--- src/ldc_pkg.sv ---
// package: constants, command codes and helpers for the limit dac controller
package ldc_pkg;
	// ------------------------------------------------------------
	// command and query codes
	// ------------------------------------------------------------
	typedef enum logic [3:0] {
		CMD_OFF_VLIM = 4'h0,
		CMD_OFF_ILIM = 4'h1,
		CMD_ON_ILIM = 4'h2,
		CMD_ON_VLIM = 4'h3,
		CMD_SELECT = 4'h4,
		CMD_IERR = 4'h5,
		CMD_VERR = 4'h6,
		CMD_WINDOW = 4'h7,
		CMD_LEADING = 4'h8,
		CMD_SAVE = 4'h9,
		CMD_SEC_CLR = 4'ha,
		CMD_SYS_SET = 4'hb
	} ldc_cmd_t;

	// ------------------------------------------------------------
	// reset values and field positions
	// ------------------------------------------------------------
	localparam logic [7:0] RST_OFF_VLIM = 8'h00;
	localparam logic [7:0] RST_OFF_ILIM = 8'h80;
	localparam logic [7:0] RST_ON_ILIM = 8'h80;
	localparam logic [7:0] RST_ON_VLIM = 8'h00;
	localparam logic [3:0] RST_SELECT = 4'h0;
	localparam logic [7:0] RST_ERR_CTRL = 8'h00;
	localparam logic [7:0] RST_WINDOW = 8'h20;
	localparam logic [7:0] RST_LEADING = 8'h50;
	localparam logic [7:0] WIN_MIN = 8'h10;
	localparam logic [7:0] WIN_MAX = 8'h40;
	localparam int SEL_V_MAX = 0;
	localparam int SEL_I_MAX = 1;
	localparam int SEL_V_USER = 2;
	localparam int SEL_I_USER = 3;
	localparam int ERR_FIXED_LIMIT = 7;
	localparam logic [7:0] DAC_MAX = 8'hff;
	localparam logic [7:0] DAC_ZERO = 8'h00;

	// ------------------------------------------------------------
	// readback and timing
	// ------------------------------------------------------------
	localparam int SAMPLE_W = 12;
	localparam int SUM_W = 16;
	localparam int AVG_SHIFT = 4;
	localparam logic [3:0] AVG_LAST = 4'hf;
	localparam int CLK_PERIOD_NS = 100;
	localparam int HALF_MS_NS = 500000;
	localparam int HALF_MS_CYC = HALF_MS_NS / CLK_PERIOD_NS;

	localparam logic [7:0] ASC_DIGIT = 8'h30;
	localparam logic [7:0] ASC_ALPHA = 8'h37;
	localparam logic [3:0] NIB_TEN = 4'ha;

	// one hex nibble as an ascii character
	function automatic logic [7:0] ldc_hex_char(input logic [3:0] n);
		ldc_hex_char = (n < NIB_TEN) ? (ASC_DIGIT + {4'h0, n}) : (ASC_ALPHA + {4'h0, n});
	endfunction
endpackage

--- src/ldc_rb_if.sv ---
// interface: readback samples in, averaged result and window flag out
`timescale 1ns/1ps
interface ldc_rb_if;
	import ldc_pkg::*;
	logic sample_valid;
	logic [SAMPLE_W-1:0] sample;
	logic [SAMPLE_W-1:0] expected;
	logic [7:0] window;
	logic [SAMPLE_W-1:0] avg;
	logic avg_valid;
	logic err;
	modport ctrl (output sample_valid, sample, expected, window, input avg, avg_valid, err);
	modport avger (input sample_valid, sample, expected, window, output avg, avg_valid, err);
endinterface

--- src/ldc_avg.sv ---
// module: sixteen-sample readback averager with error window check
`timescale 1ns/1ps
module ldc_avg (
	input wire logic mclk,
	input wire logic resetn,
	ldc_rb_if.avger rb
);
	import ldc_pkg::*;

	typedef struct packed {
		logic [SUM_W-1:0] sum;
		logic [3:0] cnt;
		logic [SAMPLE_W-1:0] avg;
		logic avg_valid;
		logic err;
	} ldc_avg_t;

	ldc_avg_t r;
	ldc_avg_t next_r;
	logic [SUM_W-1:0] total;
	logic [SAMPLE_W-1:0] mean;
	logic [SAMPLE_W+1:0] hi;
	logic [SAMPLE_W+1:0] lo_sum;

	assign total = r.sum + {{(SUM_W-SAMPLE_W){1'b0}}, rb.sample};
	assign mean = total[SUM_W-1:AVG_SHIFT];
	assign hi = {2'b00, rb.expected} + {6'h00, rb.window};
	assign lo_sum = {2'b00, mean} + {6'h00, rb.window};

	always_comb begin
		next_r = r;
		next_r.avg_valid = 1'b0;
		if (rb.sample_valid) begin
			next_r.cnt = r.cnt + 4'h1;
			next_r.sum = total;
			if (r.cnt == AVG_LAST) begin
				// sixteen samples done: mean published
				next_r.sum = '0;
				next_r.avg = mean;
				next_r.avg_valid = 1'b1;
				// outside expected plus or minus window
				next_r.err = ({2'b00, mean} > hi) || (lo_sum < {2'b00, rb.expected});
			end
		end
	end

	always_ff @(posedge mclk) begin
		if (!resetn) begin
			r <= '0;
		end else begin
			r <= next_r;
		end
	end

	assign rb.avg = r.avg;
	assign rb.avg_valid = r.avg_valid;
	assign rb.err = r.err;
endmodule // ldc_avg

--- src/ldc_ctrl.sv ---
// module: limit dac selection, settings, readback check and two-step dwell cutting
// Behaviour
// - output off in current mode: voltage limit from off-state byte when selected, default 0
// - output on in voltage mode: current limit uses on-state byte if bit 7 set
// - output on in current mode: voltage limit uses on-state byte if bit 7 set
// - selector resets to 0; then both limits are zero while output is off
// - selector bit 0, voltage mode, output off: voltage limit at maximum
// - selector bit 1, current mode, output off: current limit at maximum
// - output off: bit 2 uses off voltage byte, bit 3 off current byte
// - maximum overrides user value when both chosen for one channel, in the mode where that maximum applies
// - security clear command returns the selector to 0
// - save command writes the system-set variables to nonvolatile memory
// - error window defaults to 32, accepts only 16 through 64
// - window query returns two ascii hex characters
// - each readback is the mean of sixteen consecutive samples
// - readback error when averaged value leaves expected plus or minus window
// - two-step dwell over limit is cut, then zero-volt step for the excess
// - limit query returns the single byte held for that parameter
// - output off in voltage mode: current limit from off-state byte (reset 128) when selected, default 0
`timescale 1ns/1ps
module ldc_ctrl #(
	parameter int TICK_CYCLES = ldc_pkg::HALF_MS_CYC
) (
	input wire logic mclk,
	input wire logic resetn,
	input wire logic cmd_valid,
	input wire ldc_pkg::ldc_cmd_t cmd_code,
	input wire logic [7:0] cmd_data,
	output logic cmd_error,
	input wire logic qry_valid,
	input wire ldc_pkg::ldc_cmd_t qry_code,
	output logic qry_ack,
	output logic [15:0] qry_data,
	input wire logic output_on,
	input wire logic current_mode,
	input wire logic [7:0] vset_dac,
	input wire logic [7:0] iset_dac,
	output logic [7:0] vlim_dac,
	output logic [7:0] ilim_dac,
	input wire logic sample_valid,
	input wire logic [ldc_pkg::SAMPLE_W-1:0] sample,
	input wire logic [ldc_pkg::SAMPLE_W-1:0] expected,
	output logic [ldc_pkg::SAMPLE_W-1:0] rb_avg,
	output logic rb_avg_valid,
	output logic rb_error,
	input wire logic list_start,
	input wire logic list_two_step,
	input wire logic [15:0] list_dwell,
	output logic step_lead,
	output logic step_zero,
	output logic step_done,
	output logic nvm_wr_valid,
	output logic [7:0] nvm_wr_data
);
	import ldc_pkg::*;

	// ------------------------------------------------------------
	// state
	// ------------------------------------------------------------
	typedef enum logic [2:0] {
		ST_IDLE = 3'b001,
		ST_LEAD = 3'b010,
		ST_ZERO = 3'b100
	} ldc_dwell_t;

	typedef struct packed {
		logic [7:0] off_vlim;
		logic [7:0] off_ilim;
		logic [7:0] on_ilim;
		logic [7:0] on_vlim;
		logic [3:0] sel;
		logic [7:0] ierr;
		logic [7:0] verr;
		logic [7:0] win;
		logic [7:0] lead;
		logic [7:0] sys_set;
		logic [7:0] vlim;
		logic [7:0] ilim;
		logic [15:0] qdata;
		logic qack;
		logic cerr;
		logic nvm_valid;
		logic [7:0] nvm_data;
		ldc_dwell_t dst;
		logic [15:0] rem;
		logic [15:0] excess;
		logic done;
		logic [15:0] tick_cnt;
		logic tick;
	} ldc_state_t;

	localparam logic [15:0] TICK_LAST = 16'(TICK_CYCLES - 1);

	ldc_state_t r;
	ldc_state_t next_r;
	logic [15:0] lead_w;

	assign lead_w = {8'h00, r.lead};

	// ------------------------------------------------------------
	// next state
	// ------------------------------------------------------------
	always_comb begin
		next_r = r;
		next_r.qack = 1'b0;
		next_r.cerr = 1'b0;
		next_r.nvm_valid = 1'b0;
		next_r.done = 1'b0;

		// half-millisecond enable for dwell timing
		next_r.tick = 1'b0;
		next_r.tick_cnt = r.tick_cnt + 16'h0001;
		if (r.tick_cnt == TICK_LAST) begin
			next_r.tick_cnt = '0;
			next_r.tick = 1'b1;
		end

		// settings written by host commands
		if (cmd_valid) begin
			case (cmd_code)
				CMD_OFF_VLIM: next_r.off_vlim = cmd_data;
				CMD_OFF_ILIM: next_r.off_ilim = cmd_data;
				CMD_ON_ILIM: next_r.on_ilim = cmd_data;
				CMD_ON_VLIM: next_r.on_vlim = cmd_data;
				CMD_SELECT: next_r.sel = cmd_data[3:0];
				CMD_IERR: next_r.ierr = cmd_data;
				CMD_VERR: next_r.verr = cmd_data;
				CMD_WINDOW: begin
					// out-of-range window leaves the old value in place
					if (cmd_data >= WIN_MIN && cmd_data <= WIN_MAX) begin
						next_r.win = cmd_data;
					end else begin
						next_r.cerr = 1'b1;
					end
				end
				CMD_LEADING: next_r.lead = cmd_data;
				CMD_SAVE: begin
					next_r.nvm_valid = 1'b1;
					next_r.nvm_data = r.sys_set;
				end
				CMD_SEC_CLR: next_r.sel = RST_SELECT;
				CMD_SYS_SET: next_r.sys_set = cmd_data;
				default: next_r.cerr = 1'b1;
			endcase
		end

		// queries answer from the registered settings
		if (qry_valid) begin
			next_r.qack = 1'b1;
			case (qry_code)
				CMD_OFF_VLIM: next_r.qdata = {8'h00, r.off_vlim};
				CMD_OFF_ILIM: next_r.qdata = {8'h00, r.off_ilim};
				CMD_ON_ILIM: next_r.qdata = {8'h00, r.on_ilim};
				CMD_ON_VLIM: next_r.qdata = {8'h00, r.on_vlim};
				CMD_SELECT: next_r.qdata = {8'h00, ldc_hex_char(r.sel)};
				CMD_IERR: next_r.qdata = {8'h00, r.ierr};
				CMD_VERR: next_r.qdata = {8'h00, r.verr};
				CMD_WINDOW: next_r.qdata = {ldc_hex_char(r.win[7:4]), ldc_hex_char(r.win[3:0])};
				CMD_LEADING: next_r.qdata = {ldc_hex_char(r.lead[7:4]), ldc_hex_char(r.lead[3:0])};
				CMD_SYS_SET: next_r.qdata = {8'h00, r.sys_set};
				default: begin
					next_r.qdata = '0;
					next_r.cerr = 1'b1;
				end
			endcase
		end

		// limit dac selection; maximum is tested first so it wins in its own mode (voltage mode for vlim, current mode for ilim)
		if (!output_on) begin
			if (r.sel[SEL_V_MAX] && !current_mode) begin
				next_r.vlim = DAC_MAX;
			end else if (r.sel[SEL_V_USER]) begin
				next_r.vlim = r.off_vlim;
			end else begin
				next_r.vlim = DAC_ZERO;
			end
			if (r.sel[SEL_I_MAX] && current_mode) begin
				next_r.ilim = DAC_MAX;
			end else if (r.sel[SEL_I_USER]) begin
				next_r.ilim = r.off_ilim;
			end else begin
				next_r.ilim = DAC_ZERO;
			end
		end else begin
			next_r.vlim = vset_dac;
			next_r.ilim = iset_dac;
			if (current_mode && r.verr[ERR_FIXED_LIMIT]) begin
				next_r.vlim = r.on_vlim;
			end
			if (!current_mode && r.ierr[ERR_FIXED_LIMIT]) begin
				next_r.ilim = r.on_ilim;
			end
		end

		// two-step dwell: leading part capped, excess spent at zero volts
		case (r.dst)
			ST_IDLE: begin
				if (list_start) begin
					next_r.dst = ST_LEAD;
					next_r.rem = list_dwell;
					next_r.excess = '0;
					if (list_two_step && list_dwell > lead_w) begin
						next_r.rem = lead_w;
						next_r.excess = list_dwell - lead_w;
					end
				end
			end
			ST_LEAD: begin
				if (r.rem == '0) begin
					if (r.excess != '0) begin
						next_r.dst = ST_ZERO;
						next_r.rem = r.excess;
					end else begin
						next_r.dst = ST_IDLE;
						next_r.done = 1'b1;
					end
				end else if (r.tick) begin
					next_r.rem = r.rem - 16'h0001;
				end
			end
			ST_ZERO: begin
				if (r.rem == '0) begin
					next_r.dst = ST_IDLE;
					next_r.excess = '0;
					next_r.done = 1'b1;
				end else if (r.tick) begin
					next_r.rem = r.rem - 16'h0001;
				end
			end
			default: next_r.dst = ST_IDLE;
		endcase
	end

	always_ff @(posedge mclk) begin
		if (!resetn) begin
			r <= '0;
			r.off_vlim <= RST_OFF_VLIM;
			r.off_ilim <= RST_OFF_ILIM;
			r.on_ilim <= RST_ON_ILIM;
			r.on_vlim <= RST_ON_VLIM;
			r.sel <= RST_SELECT;
			r.ierr <= RST_ERR_CTRL;
			r.verr <= RST_ERR_CTRL;
			r.win <= RST_WINDOW;
			r.lead <= RST_LEADING;
			r.dst <= ST_IDLE;
		end else begin
			r <= next_r;
		end
	end

	// ------------------------------------------------------------
	// readback averager
	// ------------------------------------------------------------
	ldc_rb_if rb ();
	assign rb.sample_valid = sample_valid;
	assign rb.sample = sample;
	assign rb.expected = expected;
	assign rb.window = r.win;

	ldc_avg u_avg (
		.mclk(mclk),
		.resetn(resetn),
		.rb(rb)
	);

	// ------------------------------------------------------------
	// outputs
	// ------------------------------------------------------------
	assign cmd_error = r.cerr;
	assign qry_ack = r.qack;
	assign qry_data = r.qdata;
	assign vlim_dac = r.vlim;
	assign ilim_dac = r.ilim;
	assign rb_avg = rb.avg;
	assign rb_avg_valid = rb.avg_valid;
	assign rb_error = rb.err;
	assign step_lead = (r.dst == ST_LEAD);
	assign step_zero = (r.dst == ST_ZERO);
	assign step_done = r.done;
	assign nvm_wr_valid = r.nvm_valid;
	assign nvm_wr_data = r.nvm_data;
endmodule // ldc_ctrl

--- config.mk ---
export PLATFORM = sky130hd
export DESIGN_NAME = ldc_ctrl
export DESIGN_NICKNAME = d
export VERILOG_FILES = /design/src/ldc_pkg.sv /design/src/ldc_rb_if.sv /design/src/ldc_avg.sv /design/src/ldc_ctrl.sv
export SDC_FILE = /design/constraint.sdc
export NUM_CORES = 1
export LEC_CHECK = 0
export BUFFER_PORTS_ARGS = -buffer_cell sky130_fd_sc_hd__buf_2
export CAP_MARGIN = 5
export CORE_AREA = 2 2 154 156
export DETAILED_ROUTE_END_ITERATION = 12
export DIE_AREA = 0 0 156 158
export PLACE_DENSITY = 0.73
export SETUP_SLACK_MARGIN = 0.1
export SYNTH_ARGS = -nofsm -noshare
export SYNTH_HDL_FRONTEND = slang
export SYNTH_SLANG_ARGS = --single-unit
--- constraint.sdc ---
create_clock -name mclk -period 7 [get_ports mclk]
set_input_delay 0.7 -clock mclk [delete_from_list [all_inputs] [get_ports mclk]]
set_output_delay 0.7 -clock mclk [all_outputs]
set_load 0.02 [all_outputs]
==> metrics <==
Avg WL per Cell 18.9 microns; Max stage delay on crit path 0.81 ns; worst r2r path cells 21; syn nets 1631; Critical Path Source u_avg.r[18]; Final setup viols 0; critical path type reg -> reg; share of synthesized registers carrying an async set or reset 0%; Hold-fix buffers, CTS 0; port bufs 139; remaining global-route overflow 0; CP top delay family compound AO/OA/AOI/OAI gates; # IOs 141; period utilisation layout 73.0%; VDD IR max 0.000198 V; PwrDens 231 nW/um^2; worst setup margin 1.89 ns; leakage power 0.00576 uW; register area 4100 sq um; post-cts gate resize count 0; R2R Setup Slk 1.89 ns; Die ar. 24600 sq um; Core Util, Final 59.5%; max-slew violation count 0; Worst Hold Class reg -> reg; status complete, no violations; Final Skew 0.0137 ns; largest family of logic cells by synthesized area simple AND/OR/NAND/NOR gates; DR iter-0 viols 874; clock transition at the registers of the reported paths 0.06 ns; dpl ws 1.49 ns; Die Y 158 microns; register area share after synthesis 33.0%; initial antenna violation count 0; CTS Sinks 205; Critical Path AT 5.52 ns; crit path max-delay cell type nor4_1; commonest non-fill, non-tap cells in the layout dfxtp_1 (205), nor2_1 (200), buf_2 (139); min-delay src u_avg.rb.avg[8]; synthesized flop and latch total 205; DRC violations left 0; setup_tns 0 ns; post-synthesis mux area share 8.92%; first-pass iteration count of the detailed router 5; yosys warns 0; Worst Setup Start Kind register; max-cap violation count 0; critical path, cell by cell ha_1 > inv_1 > fa_1 > nor2b_1 > o31a_1 > o21ai_0 > a21oi_1 > a2111oi_0 > nor4_1 > ha_1 > a21o_1 > a21oi_1 > nor3_1 > a211oi_1 > xnor2_1 > ha_1 > nand2_1 > nor2_1 > a2111oi_0 > o21ai_0 > o32ai_1; Mapped Avg Cell Area 8.42 sq um; Max Buffers Root-to-Sink 3; Worst R2R End u_avg.rb.err; via count 11046; CTS tree built; Final nets 1672; largest net degree at the start of global routing 81; Buf/Inv on CP 1; minimum clock period 5.11 ns; library cells used by synthesis 81; Initial Util 54.0%; hold depth 2; remaining antenna violation count 0; Routed WL 34.5 mm; xor-xnor portion of the synthesized cell area 5.49%; FMAX 0.196 GHz; vias per cell 6.06; CTS Buf Count 23; ys flop type dfxtp_1; Die W 156 microns; simple logic cell fraction of the synthesized area 19.5%; Post-Synth Adder-Cell Area 7.48%; Hold Fails Final Rpt 0; worst-path fanout max 4; RSZ-0062 raised after global routing false; Antenna diodes 0; multi-input logic area 7450 sq um; Slew @ Worst Pin 1.15 ns; share of layout cells above drive strength 1 14.2%; Cell Rows 56; Filler Cell Count 2092; vias in the first global route 10294; Worst Setup End Kind register; Mapped Area 12500 sq um; DP Wirelength 25.1 mm; routability cong. 0.881; EDFF count, synth 0; first-pass GRT wire length 54.9 mm; Clk Latency, worst-skew pair 0.51 ns; clock root buffer clkbuf_16; post-synthesis compound-gate area fraction 18.4%; post-CTS setup repair buffer count 0; crit-path most repeated cell ha_1; worst hold path endpoint u_avg.rb.avg[8]; Layout area overhead 10.1%; worst path required time 7.41 ns; Tot GR Track Use 27.6%; Core Area 23100 sq um; Synth Instances 1478; commonest non-fill, non-tap cell in the layout dfxtp_1; Reg-to-Reg Start u_avg.r[18]; relative max-transition margin 23.3%; H-tree Lvls 1
==> tightest hold or removal path, cell delays in order (launching register included) <==
cell and delay [ns]:
dfxtp_1 0.31, nand2_1 0.05, a21oi_1 0.05
==> cell type report <==
type | count | area share [%]
multi-input cells | 1093 | 54.4
clock inverters | 9 | 1.31
flip-flops and latches | 205 | 29.9
well taps | 290 | 2.65
repair buffers | 143 | 5.29
inverters | 53 | 1.51
clock buffers | 31 | 4.93
==> sequential cells by signal, summed over array words and instances, names as in the netlist <==
| register | flops |
|---|---|
| nvm_wr_valid | 1 |
| lead_w | 8 |
| r | 112 |
| nvm_wr_data | 8 |
| rb.window | 8 |
| cmd_error | 1 |
| qry_data | 15 |
| u_avg.rb.avg_valid | 1 |
| vlim_dac | 8 |
| qry_ack | 1 |
| u_avg.r | 20 |
| u_avg.rb.err | 1 |
| step_done | 1 |
| ilim_dac | 8 |
| u_avg.rb.avg | 12 |
==> metal layers <==
metal / global-route usage (%) / vias up / wire, microns
li1: - / 5348 / -
met3: 3.64 / 54 / 2180
met4: 6.60 / 0 / 765
met5: 0 / - / 0
met2: 44.5 / 377 / 15700
met1: 39.4 / 5267 / 15900
==> through the flow <==
| stage | hold WS (ns) | power [uW] | instances | area [sq um] |
|---|---|---|---|---|
| after floorplan | 0.418 | 1690 | 1478 | 12500 |
| after global placement | 0.431 | 1810 | 1784 | 12900 |
| after detailed placement | 0.444 | 1820 | 1784 | 12900 |
| after CTS | 0.455 | 3180 | 1824 | 13700 |
| after global routing | 0.479 | 3300 | 1824 | 13700 |
| final | 0.452 | 3170 | 1824 | 13700 |
==> power by group <==
group	internal [uW]	switching [uW]	total, uW
combinational	224	339	564
sequential	1210	38.6	1250
clock	859	496	1350
total	2290	874	3170
==> cells in the mapped netlist (26+ instances only) <==
cell	count	area share (%)
a21oi_1	72	2.9
a22oi_1	26	1.6
buf_4	52	3.1
clkbuf_1	62	1.9
dfxtp_1	205	33
ha_1	68	6.8
inv_1	51	1.5
mux2i_1	102	8.2
nand2_1	105	3.2
nand3_1	44	1.8
nor2_1	200	6.0
nor3_1	28	1.1
o21ai_0	58	2.3
xnor2_1	47	3.3
xor2_1	31	2.2
==> cell families after synthesis <==
kind of cell | after synthesis
AOI/OAI and AO/OA | 325
muxes | 109
and+or+nand+nor | 508
DFF | 205
xor gates and xnor gates | 78
buffers and inverters | 180
adders and majority gates | 72
other | 1
==> how the worst max path moves through the flow <==
| stage | endpoint | slack [ns] | depth (start not counted) |
|---|---|---|---|
| 2_1_floorplan | u_avg.rb.err | 2.38 | 20 |
| 3_3_place_gp | u_avg.rb.err | 1.74 | 21 |
| 3_5_place_dp | u_avg.rb.err | 1.49 | 22 |
| 4_1_cts | u_avg.rb.err | 1.94 | 21 |
| 5_1_grt | u_avg.rb.err | 1.53 | 22 |
| 6_report | u_avg.rb.err | 1.89 | 21 |
Note: power is estimated with default switching activity, not from simulation.
